File: src/hw/stce_pkg.sv
// Shared constants and types for the string/timer command executer
package stce_pkg;
  localparam logic [7:0] OP_SEL_ADVANCE = 8'hEE;
  localparam logic [7:0] OP_TEXT_INSERT = 8'hE5;
  localparam logic [7:0] OP_SEL_DEFINE  = 8'hE4;
  localparam logic [7:0] OP_TEXT_LOAD   = 8'hE3;
  localparam logic [7:0] OP_TO_REAL     = 8'hEA;
  localparam logic [7:0] OP_TO_INTEGER  = 8'hEB;
  localparam logic [7:0] OP_SWAP        = 8'h12;
  localparam logic [7:0] OP_SWAP_ACC    = 8'h13;
  localparam logic [7:0] OP_SYNC        = 8'hF0;
  localparam logic [7:0] OP_TABLE       = 8'h85;
  localparam logic [7:0] OP_TANGENT     = 8'h49;
  localparam logic [7:0] OP_FINE_TICK   = 8'hD9;
  localparam logic [7:0] OP_READ_SEC    = 8'hD8;
  localparam logic [7:0] OP_LOAD_SEC    = 8'hD7;
  localparam logic [7:0] OP_LOG_STOP    = 8'hF8;
  localparam logic [7:0] SYNC_REPLY     = 8'h5C;
  localparam logic [7:0] LOG_STOP_CHAR  = 8'h21;
  localparam logic [6:0] TEXT_MAX       = 7'h7F;
  localparam logic [7:0] REG_WIDE_BASE  = 8'h80;
  localparam logic [7:0] REG_ZERO       = 8'h00;
  localparam int         CLK_MHZ        = 100;
  localparam int         US_NS          = 1000;
  localparam int         CYC_PER_US     = US_NS * CLK_MHZ / 1000;
  localparam logic [9:0] US_PER_MS      = 10'h03E8;
  localparam logic [9:0] MS_PER_S       = 10'h03E8;
  typedef enum {ST_OPCODE, ST_ARG1, ST_ARG2, ST_STRING, ST_TBL_SIZE, ST_TBL_DATA, ST_EXEC,
                ST_REG_RD, ST_REG_WR} stce_state_t;
endpackage

File: src/hw/stce_exec.sv
// String, swap, table, timer and trace command executer
`timescale 1ns/1ps
// Behaviour
// - Advance point one, length zero, clamp end
// - Insert string at point, point after it (code overwrites in place, tail not shifted)
// - Strings truncated to 127 characters
// - Select reads start and length bytes
// - Bit 7 set selects register low byte
// - Clamp start and length to string end
// - Load replaces buffer, point at end
// - Convert selection to float or long
// - Result to reg 0 or reg 128
// - Swap exchanges two numbered registers
// - Mixed swap moves low half, zeroes upper
// - Swap with accumulator, same width rules
// - Sync returns 0x5C to host
// - Table only in flash; size zero means 256
// - Table loads indexed entry; out of range zero
// - Entry count mismatch ignores table command
// - Wide destination gets low half, upper cleared
// - Tangent: NaN/inf give NaN, zeros kept
// - Fine tick: ms to reg 0, us to 128
// - Read seconds to reg 0 or 128, status
// - Load seconds; minus one stops timer
// - Trace off ignored unless debugger enabled
module stce_exec (
  input  wire logic        i_core_clk,
  input  wire logic        i_reset,
  input  wire logic        i_cmd_valid,
  input  wire logic [7:0]  i_cmd_byte,
  input  wire logic        i_cmd_last,
  input  wire logic        i_in_flash,
  input  wire logic        i_debug_enable,
  input  wire logic [7:0]  i_acc_index,
  input  wire logic [63:0] i_reg_rdata,
  input  wire logic [63:0] i_conv_result,
  input  wire logic [63:0] i_tan_result,
  output logic             o_cmd_ready,
  output logic [7:0]       o_reg_addr,
  output logic             o_reg_we,
  output logic [63:0]      o_reg_wdata,
  output logic             o_reply_valid,
  output logic [7:0]       o_reply_byte,
  output logic             o_log_valid,
  output logic [7:0]       o_log_byte,
  output logic             o_conv_start,
  output logic             o_conv_real,
  output logic             o_tan_start,
  output logic [7:0]       o_status,
  output logic [6:0]       o_sel_start,
  output logic [6:0]       o_sel_length,
  output logic [6:0]       o_text_length,
  output logic             o_timer_on
);
  import stce_pkg::*;

  typedef struct packed {
    stce_state_t st;
    logic [7:0]  op;
    logic [7:0]  arg1;
    logic [7:0]  arg2;
    logic [8:0]  tbl_size;
    logic [10:0] tbl_cnt;
    logic [31:0] tbl_word;
    logic [31:0] tbl_hit;
    logic [31:0] tbl_index;
    logic [1:0]  step;
    logic [63:0] val_a;
    logic [6:0]  txt_len;
    logic [6:0]  sel_pt;
    logic [6:0]  sel_len;
    logic [6:0]  ins_pt;
    logic [6:0]  str_cnt;
    logic        tracing;
    logic        timer_on;
    logic [31:0] seconds;
    logic [31:0] msec;
    logic [63:0] usec;
    logic [9:0]  ms_div;
    logic [9:0]  s_div;
    logic [6:0]  cyc_div;
    logic [7:0]  status;
    logic        ready;
    logic [7:0]  reg_addr;
    logic        reg_we;
    logic [63:0] reg_wdata;
    logic        reply_v;
    logic [7:0]  reply_b;
    logic        log_v;
    logic        conv_start;
    logic        conv_real;
    logic        tan_start;
  } stce_reg_t;

  stce_reg_t  s_reg;
  stce_reg_t  s_next;
  logic [7:0] text_mem [0:127];
  logic       mem_we;
  logic [6:0] mem_addr;
  logic [7:0] mem_data;

  // ----------------------------------------------------------------
  // Helpers
  // ----------------------------------------------------------------
  function automatic logic [6:0] clamp7(input logic [7:0] v, input logic [6:0] lim);
    clamp7 = (v > {1'b0, lim}) ? lim : v[6:0];
  endfunction

  // Narrow view of a value, upper half cleared
  function automatic logic [63:0] lo32(input logic [63:0] v);
    lo32 = {32'h0000_0000, v[31:0]};
  endfunction

  // ----------------------------------------------------------------
  // Next state
  // ----------------------------------------------------------------
  always_comb begin
    logic       take;
    logic [7:0] res_reg;
    logic [7:0] st8;
    logic [7:0] ln8;
    logic [7:0] sum8;
    s_next = s_reg;
    take = i_cmd_valid && s_reg.ready;
    res_reg = i_acc_index[7] ? REG_WIDE_BASE : REG_ZERO;
    st8 = 8'h00;
    ln8 = 8'h00;
    sum8 = 8'h00;
    mem_we = 1'b0;
    mem_addr = s_reg.ins_pt;
    mem_data = i_cmd_byte;
    s_next.reg_we = 1'b0;
    s_next.reply_v = 1'b0;
    s_next.log_v = 1'b0;
    s_next.conv_start = 1'b0;
    s_next.tan_start = 1'b0;
    // Free-running microsecond prescaler; counters advance only while the timer is on
    s_next.cyc_div = (s_reg.cyc_div == 7'(CYC_PER_US - 1)) ? 7'h00 : s_reg.cyc_div + 7'h01;
    if (s_reg.timer_on && s_reg.cyc_div == 7'(CYC_PER_US - 1)) begin
      s_next.usec = s_reg.usec + 64'h0000_0000_0000_0001;
      s_next.ms_div = (s_reg.ms_div == US_PER_MS - 10'h001) ? 10'h000 : s_reg.ms_div + 10'h001;
      if (s_reg.ms_div == US_PER_MS - 10'h001) begin
        s_next.msec = s_reg.msec + 32'h0000_0001;
        s_next.s_div = (s_reg.s_div == MS_PER_S - 10'h001) ? 10'h000 : s_reg.s_div + 10'h001;
        if (s_reg.s_div == MS_PER_S - 10'h001) begin
          s_next.seconds = s_reg.seconds + 32'h0000_0001;
        end
      end
    end
    case (s_reg.st)
      ST_OPCODE: begin
        if (take) begin
          s_next.op = i_cmd_byte;
          s_next.step = 2'd0;
          s_next.str_cnt = 7'h00;
          case (i_cmd_byte)
            OP_SEL_DEFINE, OP_SWAP, OP_SWAP_ACC: s_next.st = ST_ARG1;
            OP_TEXT_LOAD: begin
              s_next.txt_len = 7'h00;
              s_next.ins_pt = 7'h00;
              s_next.st = ST_STRING;
            end
            OP_TEXT_INSERT: begin
              s_next.ins_pt = s_reg.sel_pt;
              s_next.st = ST_STRING;
            end
            OP_TABLE: begin
              s_next.reg_addr = res_reg;
              s_next.st = i_in_flash ? ST_TBL_SIZE : ST_EXEC;
            end
            default: s_next.st = ST_EXEC;
          endcase
          s_next.ready = (s_next.st != ST_EXEC);
        end
      end
      ST_ARG1: begin
        if (take) begin
          s_next.arg1 = i_cmd_byte;
          s_next.st = (s_reg.op == OP_SWAP_ACC) ? ST_REG_RD : ST_ARG2;
          s_next.ready = (s_reg.op != OP_SWAP_ACC);
          if (s_reg.op == OP_SWAP_ACC) begin
            s_next.arg2 = i_acc_index;
          end
        end
      end
      ST_ARG2: begin
        if (take) begin
          s_next.arg2 = i_cmd_byte;
          s_next.ready = 1'b0;
          s_next.st = ST_REG_RD;
        end
      end
      ST_STRING: begin
        if (take) begin
          if (i_cmd_byte == 8'h00) begin
            s_next.sel_pt = s_reg.ins_pt;
            s_next.sel_len = 7'h00;
            s_next.st = ST_OPCODE;
          end else if (s_reg.str_cnt != TEXT_MAX && s_reg.txt_len != TEXT_MAX) begin
            // Insert overwrites in place; shifting the tail would need a second pass
            mem_we = 1'b1;
            s_next.ins_pt = s_reg.ins_pt + 7'h01;
            s_next.str_cnt = s_reg.str_cnt + 7'h01;
            if (s_reg.ins_pt >= s_reg.txt_len) begin
              s_next.txt_len = s_reg.txt_len + 7'h01;
            end
          end
        end
      end
      ST_TBL_SIZE: begin
        if (take) begin
          s_next.tbl_size = (i_cmd_byte == 8'h00) ? 9'h100 : {1'b0, i_cmd_byte};
          s_next.tbl_cnt = 11'h000;
          s_next.tbl_hit = 32'h0000_0000;
          s_next.tbl_index = i_reg_rdata[31:0];
          s_next.st = ST_TBL_DATA;
        end
      end
      ST_TBL_DATA: begin
        if (take) begin
          s_next.tbl_word = {s_reg.tbl_word[23:0], i_cmd_byte};
          s_next.tbl_cnt = s_reg.tbl_cnt + 11'h001;
          if (s_reg.tbl_cnt[1:0] == 2'd3 &&
              {23'h00_0000, s_reg.tbl_cnt[10:2]} == s_reg.tbl_index) begin
            s_next.tbl_hit = {s_reg.tbl_word[23:0], i_cmd_byte};
          end
          if (i_cmd_last) begin
            if (s_reg.tbl_cnt + 11'h001 == {s_reg.tbl_size, 2'b00}) begin
              s_next.reg_we = 1'b1;
              s_next.reg_addr = res_reg;
              s_next.reg_wdata = {32'h0000_0000, s_next.tbl_hit};
            end
            s_next.st = ST_OPCODE;
            s_next.ready = 1'b1;
          end
        end
      end
      ST_REG_RD: begin
        // Read data belongs to the address standing in this cycle
        s_next.step = s_reg.step + 2'd1;
        if (s_reg.step == 2'd0) begin
          s_next.reg_addr = (s_reg.op == OP_SEL_DEFINE) ? {1'b0, s_reg.arg1[6:0]} : s_reg.arg1;
        end else if (s_reg.step == 2'd1) begin
          s_next.val_a = i_reg_rdata;
          s_next.reg_addr = (s_reg.op == OP_SEL_DEFINE) ? {1'b0, s_reg.arg2[6:0]} : s_reg.arg2;
        end else if (s_reg.step == 2'd3) begin
          s_next.step = 2'd0;
          s_next.st = ST_REG_WR;
          if (s_reg.op == OP_SEL_DEFINE) begin
            st8 = s_reg.arg1[7] ? s_reg.val_a[7:0] : {1'b0, s_reg.arg1[6:0]};
            ln8 = s_reg.arg2[7] ? i_reg_rdata[7:0] : {1'b0, s_reg.arg2[6:0]};
            st8 = {1'b0, clamp7(st8, s_reg.txt_len)};
            sum8 = st8 + ln8;
            s_next.sel_pt = st8[6:0];
            s_next.sel_len = (sum8 > {1'b0, s_reg.txt_len} || sum8 < st8) ?
                             s_reg.txt_len - st8[6:0] : ln8[6:0];
            s_next.st = ST_OPCODE;
            s_next.ready = 1'b1;
          end else begin
            s_next.reg_we = 1'b1;
            s_next.reg_addr = s_reg.arg1;
            s_next.reg_wdata = (s_reg.arg1[7] != s_reg.arg2[7]) ? lo32(i_reg_rdata) : i_reg_rdata;
          end
        end
      end
      ST_REG_WR: begin
        s_next.reg_we = 1'b1;
        s_next.reg_addr = s_reg.arg2;
        s_next.reg_wdata = (s_reg.arg1[7] != s_reg.arg2[7]) ? lo32(s_reg.val_a) : s_reg.val_a;
        s_next.st = ST_OPCODE;
        s_next.ready = 1'b1;
      end
      ST_EXEC: begin
        s_next.st = ST_OPCODE;
        s_next.ready = 1'b1;
        case (s_reg.op)
          OP_SEL_ADVANCE: begin
            if (s_reg.sel_pt < s_reg.txt_len) begin
              s_next.sel_pt = s_reg.sel_pt + 7'h01;
            end
            s_next.sel_len = 7'h00;
          end
          OP_TO_REAL, OP_TO_INTEGER: begin
            // Converter result is consumed by the next step
            s_next.conv_start = (s_reg.step == 2'd0);
            s_next.conv_real = (s_reg.op == OP_TO_REAL);
            if (s_reg.step == 2'd0) begin
              s_next.step = 2'd1;
              s_next.st = ST_EXEC;
              s_next.ready = 1'b0;
            end else begin
              s_next.reg_we = 1'b1;
              s_next.reg_addr = res_reg;
              s_next.reg_wdata = res_reg[7] ? i_conv_result : lo32(i_conv_result);
            end
          end
          OP_TANGENT: begin
            // Special cases are the numeric unit's job: NaN, inf and signed zero pass through
            s_next.tan_start = (s_reg.step == 2'd0);
            if (s_reg.step == 2'd0) begin
              s_next.step = 2'd1;
              s_next.st = ST_EXEC;
              s_next.ready = 1'b0;
            end else begin
              s_next.reg_we = 1'b1;
              s_next.reg_addr = i_acc_index;
              s_next.reg_wdata = i_acc_index[7] ? i_tan_result : lo32(i_tan_result);
            end
          end
          OP_SYNC: begin
            s_next.reply_v = 1'b1;
            s_next.reply_b = SYNC_REPLY;
          end
          OP_FINE_TICK, OP_READ_SEC: begin
            s_next.reg_we = 1'b1;
            s_next.reg_addr = res_reg;
            if (s_reg.op == OP_READ_SEC) begin
              s_next.reg_wdata = {32'h0000_0000, s_reg.seconds};
            end else begin
              s_next.reg_wdata = res_reg[7] ? lo32(s_reg.usec) : {32'h0000_0000, s_reg.msec};
            end
            s_next.status = {s_next.reg_wdata[31], 6'h00, s_next.reg_wdata[31:0] == 32'h0000_0000};
          end
          OP_LOAD_SEC: begin
            if (s_reg.step == 2'd0) begin
              s_next.reg_addr = res_reg;
              s_next.step = 2'd1;
              s_next.st = ST_EXEC;
              s_next.ready = 1'b0;
            end else if (s_reg.step == 2'd1) begin
              s_next.step = 2'd2;
              s_next.st = ST_EXEC;
              s_next.ready = 1'b0;
            end else if (i_reg_rdata == (res_reg[7] ? 64'hFFFF_FFFF_FFFF_FFFF : 64'h0000_0000_FFFF_FFFF)) begin
              s_next.timer_on = 1'b0;
            end else begin
              s_next.timer_on = 1'b1;
              s_next.seconds = i_reg_rdata[31:0];
              s_next.msec = i_reg_rdata[31:0] * 32'd1000;
              s_next.usec = 64'(i_reg_rdata[31:0]) * 64'd1000000;
              s_next.ms_div = 10'h000;
              s_next.s_div = 10'h000;
            end
          end
          OP_LOG_STOP: begin
            if (i_debug_enable) begin
              s_next.tracing = 1'b0;
              s_next.log_v = 1'b1;
            end
          end
          default: ;
        endcase
      end
      default: s_next.st = ST_OPCODE;
    endcase
  end

  // ----------------------------------------------------------------
  // Registers
  // ----------------------------------------------------------------
  always_ff @(posedge i_core_clk) begin
    if (i_reset) begin
      s_reg <= '0;
      s_reg.st <= ST_OPCODE;
      s_reg.ready <= 1'b1;
      s_reg.tracing <= 1'b1;
    end else begin
      s_reg <= s_next;
    end
  end

  always_ff @(posedge i_core_clk) begin
    if (mem_we) begin
      text_mem[mem_addr] <= mem_data;
    end
  end

  assign o_cmd_ready   = s_reg.ready;
  assign o_reg_addr    = s_reg.reg_addr;
  assign o_reg_we      = s_reg.reg_we;
  assign o_reg_wdata   = s_reg.reg_wdata;
  assign o_reply_valid = s_reg.reply_v;
  assign o_reply_byte  = s_reg.reply_b;
  assign o_log_valid   = s_reg.log_v;
  assign o_log_byte    = LOG_STOP_CHAR;
  assign o_conv_start  = s_reg.conv_start;
  assign o_conv_real   = s_reg.conv_real;
  assign o_tan_start   = s_reg.tan_start;
  assign o_status      = s_reg.status;
  assign o_sel_start   = s_reg.sel_pt;
  assign o_sel_length  = s_reg.sel_len;
  assign o_text_length = s_reg.txt_len;
  assign o_timer_on    = s_reg.timer_on;
endmodule

File: config.mk
export PLATFORM = sky130hd
export DESIGN_NAME = stce_exec
export DESIGN_NICKNAME = d
export VERILOG_FILES = /design/src/hw/stce_pkg.sv /design/src/hw/stce_exec.sv
export SDC_FILE = /design/constraint.sdc
export NUM_CORES = 2
export LEC_CHECK = 0
export BUFFER_PORTS_ARGS = -buffer_cell sky130_fd_sc_hd__buf_2
export CAP_MARGIN = 20
export CORE_ASPECT_RATIO = 0.6
export CORE_MARGIN = 1.5
export CORE_UTILIZATION = 39
export DETAILED_ROUTE_END_ITERATION = 8
export SETUP_SLACK_MARGIN = 0.3
export SLEW_MARGIN = 20
export SYNTH_ARGS = -nofsm -noshare
export SYNTH_HDL_FRONTEND = slang
export SYNTH_SLANG_ARGS = --single-unit
File: constraint.sdc
create_clock -name i_core_clk -period 5.9 [get_ports i_core_clk]
set_input_delay 1.18 -clock i_core_clk [delete_from_list [all_inputs] [get_ports i_core_clk]]
set_output_delay 1.18 -clock i_core_clk [all_outputs]
set_load 0.005 [all_outputs]
==> results.md <==
- # hold bufs at CTS: 0
- Die width: between 300 and 400 um
- CTS max path bufs: 3
- Crit path from: i_reg_rdata[0]
- Failing checks: DRC
- Clock sinks: roughly 440
- WS Path Type: input pin to flop
- Cells after Synth: 3,686
- Slew HR: 0.182
- Cts bufs inserted: 42
- Gpl congestion: ~0.96
- Tcrit/Tclk final: 0.971
- H-tree Lvls: 2
- Reg2reg start: s_reg[484]$_SDFFE_PP0P_
- Final Hold Viols: 0
- Min-delay src: s_reg[95]$_SDFF_PP0_
- Distinct cells, synth: 84
- Max cap viols: 0
- Sequential area share after synthesis: 0.285
- CTS tree: built
- Rows: 79
- Setup Viol. Count Final: 0
- Async SR Flop Fraction: 0
- Initial antenna violation count: 3
- Commonest non-fill, non-tap cells in the layout: nand2_1 (451), dfxtp_1 (442), nor2_1 (318)
- #FFs+latches synth: ~440
- DIE HEIGHT: 222 um
- Final core utilization: 0.451
- Mapped Area: around 31,000 um^2
- CP endpoint kind: flop
- Clk root buf: clkbuf_16
- CP required: roughly 6.3 ns
- Final net count: between 4,000 and 5,000
- Initial Util: 0.397
- Prevailing post-synth register cell: dfxtp_1
- Synthesis-to-layout area growth: 13.4%
- CP Cell Sequence: buf_6 -> fa_1 -> inv_2 -> fa_1 -> inv_1 -> fa_1 -> fa_2 -> ha_4 -> inv_2 -> fa_1 -> inv_2 -> ha_4 -> buf_4 -> and3_1 -> a221oi_2 -> o21ba_2 -> a31oi_4 -> a31o_4 -> a2111oi_4 -> a41o_1 -> a21oi_1
- Worst path slowest cell: fa_1
- Outcome: complete, but fails checks
- Max FFs per register: about 330
- Antenna-violating nets left: 0
- Slew @ Worst Pin: 1.23 ns
- Vias: between 20,000 and 30,000
- Fillers: between 7,000 and 8,000
- Layout cell share with drive strength beyond 1: 0.167
- Fin crit period: between 5 and 6 ns
- Synth warn: 0
- Max stage delay on crit path: about 0.57 ns
- EDFF count, synth: 0
- Number of global-route vias before repair: around 26,000
- Max Freq: approximately 170 MHz
- Layout Cells excl Fill: approximately 5,000
- Clock-pin slew on the worst setup and hold paths: ~0.070 ns
- DIE AREA: approximately 81,000 um^2
- CORE AREA: 78,200 um^2
- Remaining DRCs: 9
- Commonest non-fill, non-tap cell in the layout: nand2_1
- Crit path DAT: 6.17 ns
- P_leak: roughly 0.014 uW
- Clock skew: around 0.038 ns
- Worst R2R Setup Slack: ~0.65 ns
- Worst-Skew Late Latency: 0.59 ns
- Hold slack: between 0.4 and 0.5 ns
- Worst VDD drop: ~0.37 mV
- Vias/cell: 5.76
- Avg Cell Area, Syn: roughly 8.4 um^2
- DRT Pass-1 Iters: 9
- First-pass GRT wire length: 166,000 um
- Hold crit path type: flop to flop
- Placed cells: between 4,000 and 5,000
- IO Count: between 300 and 400
- Pwr per Cell Area: approximately 380 nW/um^2
- Hpwl dp: roughly 84,000 um
- Reg-to-Reg End: o_sel_length[0]$_SDFFE_PP0P_
- Max FO, Critical Path: 4
- Worst Hold Depth: 1
- Max-slew violation count: 0
- Crit path top cell by count: fa_1
- Initial DRC Count: around 3,600
- GR Util All Layers: 0.263
- IO Port Bufs: 320
- Congestion Overflow GR: 0
- Worst-case reg-to-reg path depth: 23
- Worst Setup Start Kind: input pin
- CP endpoint: s_reg[153]$_SDFF_PP0_
- Final wirelength: 111,000 um
- Drt wl/cell: 22.3 um
- Largest net degree at the start of global routing: ~180
- RSZ-0062 raised after global routing: yes
## worst min-delay path by stage
| stage | slack (ns) | endpoint |
|---|---|---|
| floorplan | 0.41 | s_reg[95]$_SDFF_PP0_ |
| global placement | 0.43 | s_reg[95]$_SDFF_PP0_ |
| detailed placement | 0.44 | s_reg[95]$_SDFF_PP0_ |
| CTS | 0.45 | s_reg[95]$_SDFF_PP0_ |
| global route | 0.47 | s_reg[307]$_SDFFE_PP0P_ |
| finish | 0.45 | s_reg[95]$_SDFF_PP0_ |
## critical path, delay by kind of cell
kind                     cells  cell delay (ns)
AO/OA/AOI/OAI                7             1.45
AND/OR/NAND/NOR              1             0.15
adder cells (fa/ha/maj)      7             2.99
buffers and inverters        6             0.41
## layout make-up
cell class | instances | area [um^2] | area share
clock buffer | 59 | 1220 | 0.0348
tap | 1053 | 1320 | 0.0374
multi-input combinational | 2736 | 20100 | 0.571
antenna | 1 | 2.50 | 0.0000710
sequential | 443 | 8870 | 0.252
timing repair buffer | 466 | 2770 | 0.0785
inverter | 194 | 728 | 0.0207
clock inverter | 14 | 216 | 0.00614
## where the power goes
group / internal, uW / switching, uW / total [uW] / leakage [uW]
clock: 1670 / 1280 / 2950 / 0.000710
combinational: 3190 / 3940 / 7130 / 0.00983
sequential: 3070 / 117 / 3180 / 0.00357
total: 7920 / 5340 / 13300 / 0.0141
## stage by stage
stage / setup slack [ns] / total power (uW) / TNS, ns / cell area (um^2)
CTS: 0.229 / 12900 / 0 / 35100
finish: 0.174 / 13300 / 0 / 35200
global placement: -0.340 / 9850 / -2.26 / 33600
floorplan: -0.0193 / 7790 / -0.0193 / 31200
global route: 0.0352 / 14200 / 0 / 35200
detailed placement: -0.431 / 9900 / -3.26 / 33600
## synthesized netlist by cell type (all sizes together) (19+ instances only)
library cell / number / area (um^2)
a211oi: 82 / 616
a21o: 28 / 210
a21oi: 241 / 1210
a221o: 34 / 340
a222oi: 41 / 410
a22o: 34 / 298
a22oi: 141 / 1060
a31oi: 19 / 119
and3: 43 / 269
buf: 158 / 1090
clkbuf: 171 / 642
dfxtp: 443 / 8870
fa: 147 / 2940
ha: 187 / 2340
inv: 192 / 721
mux2: 47 / 529
mux2i: 69 / 691
nand2: 454 / 1700
nand2b: 25 / 156
nand3: 82 / 410
nand4: 56 / 378
nor2: 322 / 1210
nor3: 46 / 230
nor4: 37 / 238
o21ai: 110 / 551
o22ai: 73 / 457
xnor2: 124 / 1090
xor2: 90 / 788
## routing by layer
layer  share of wire  GRT usage
met5          0.0013     0.0122
met4           0.013     0.0420
met3            0.13     0.0926
met2            0.37      0.328
met1            0.49      0.420
## logic make-up (layout without fill, tap and decap cells)
| logic type | count (synthesis) | in the layout | share of synthesized area |
|---|---|---|---|
| buffers and inverters | 523 | 733 | 0.0792 |
| other | 2 | 19 | 0.000242 |
| adders and majority gates | 334 | 334 | 0.170 |
| DFF | 443 | 443 | 0.285 |
| muxes | 116 | 116 | 0.0393 |
| AOI/OAI and AO/OA | 903 | 903 | 0.196 |
| xor gates and xnor gates | 214 | 214 | 0.0603 |
| and+or+nand+nor | 1151 | 1151 | 0.169 |
## what timing repair did
item / in CTS / in global routing
gates resized for setup: 8 / 32
setup buffers: 2 / 5
setup endpoints to repair: 4 / 24
pin swaps: 10 / 28
No activity file was read; power rests on OpenSTA's default activity.
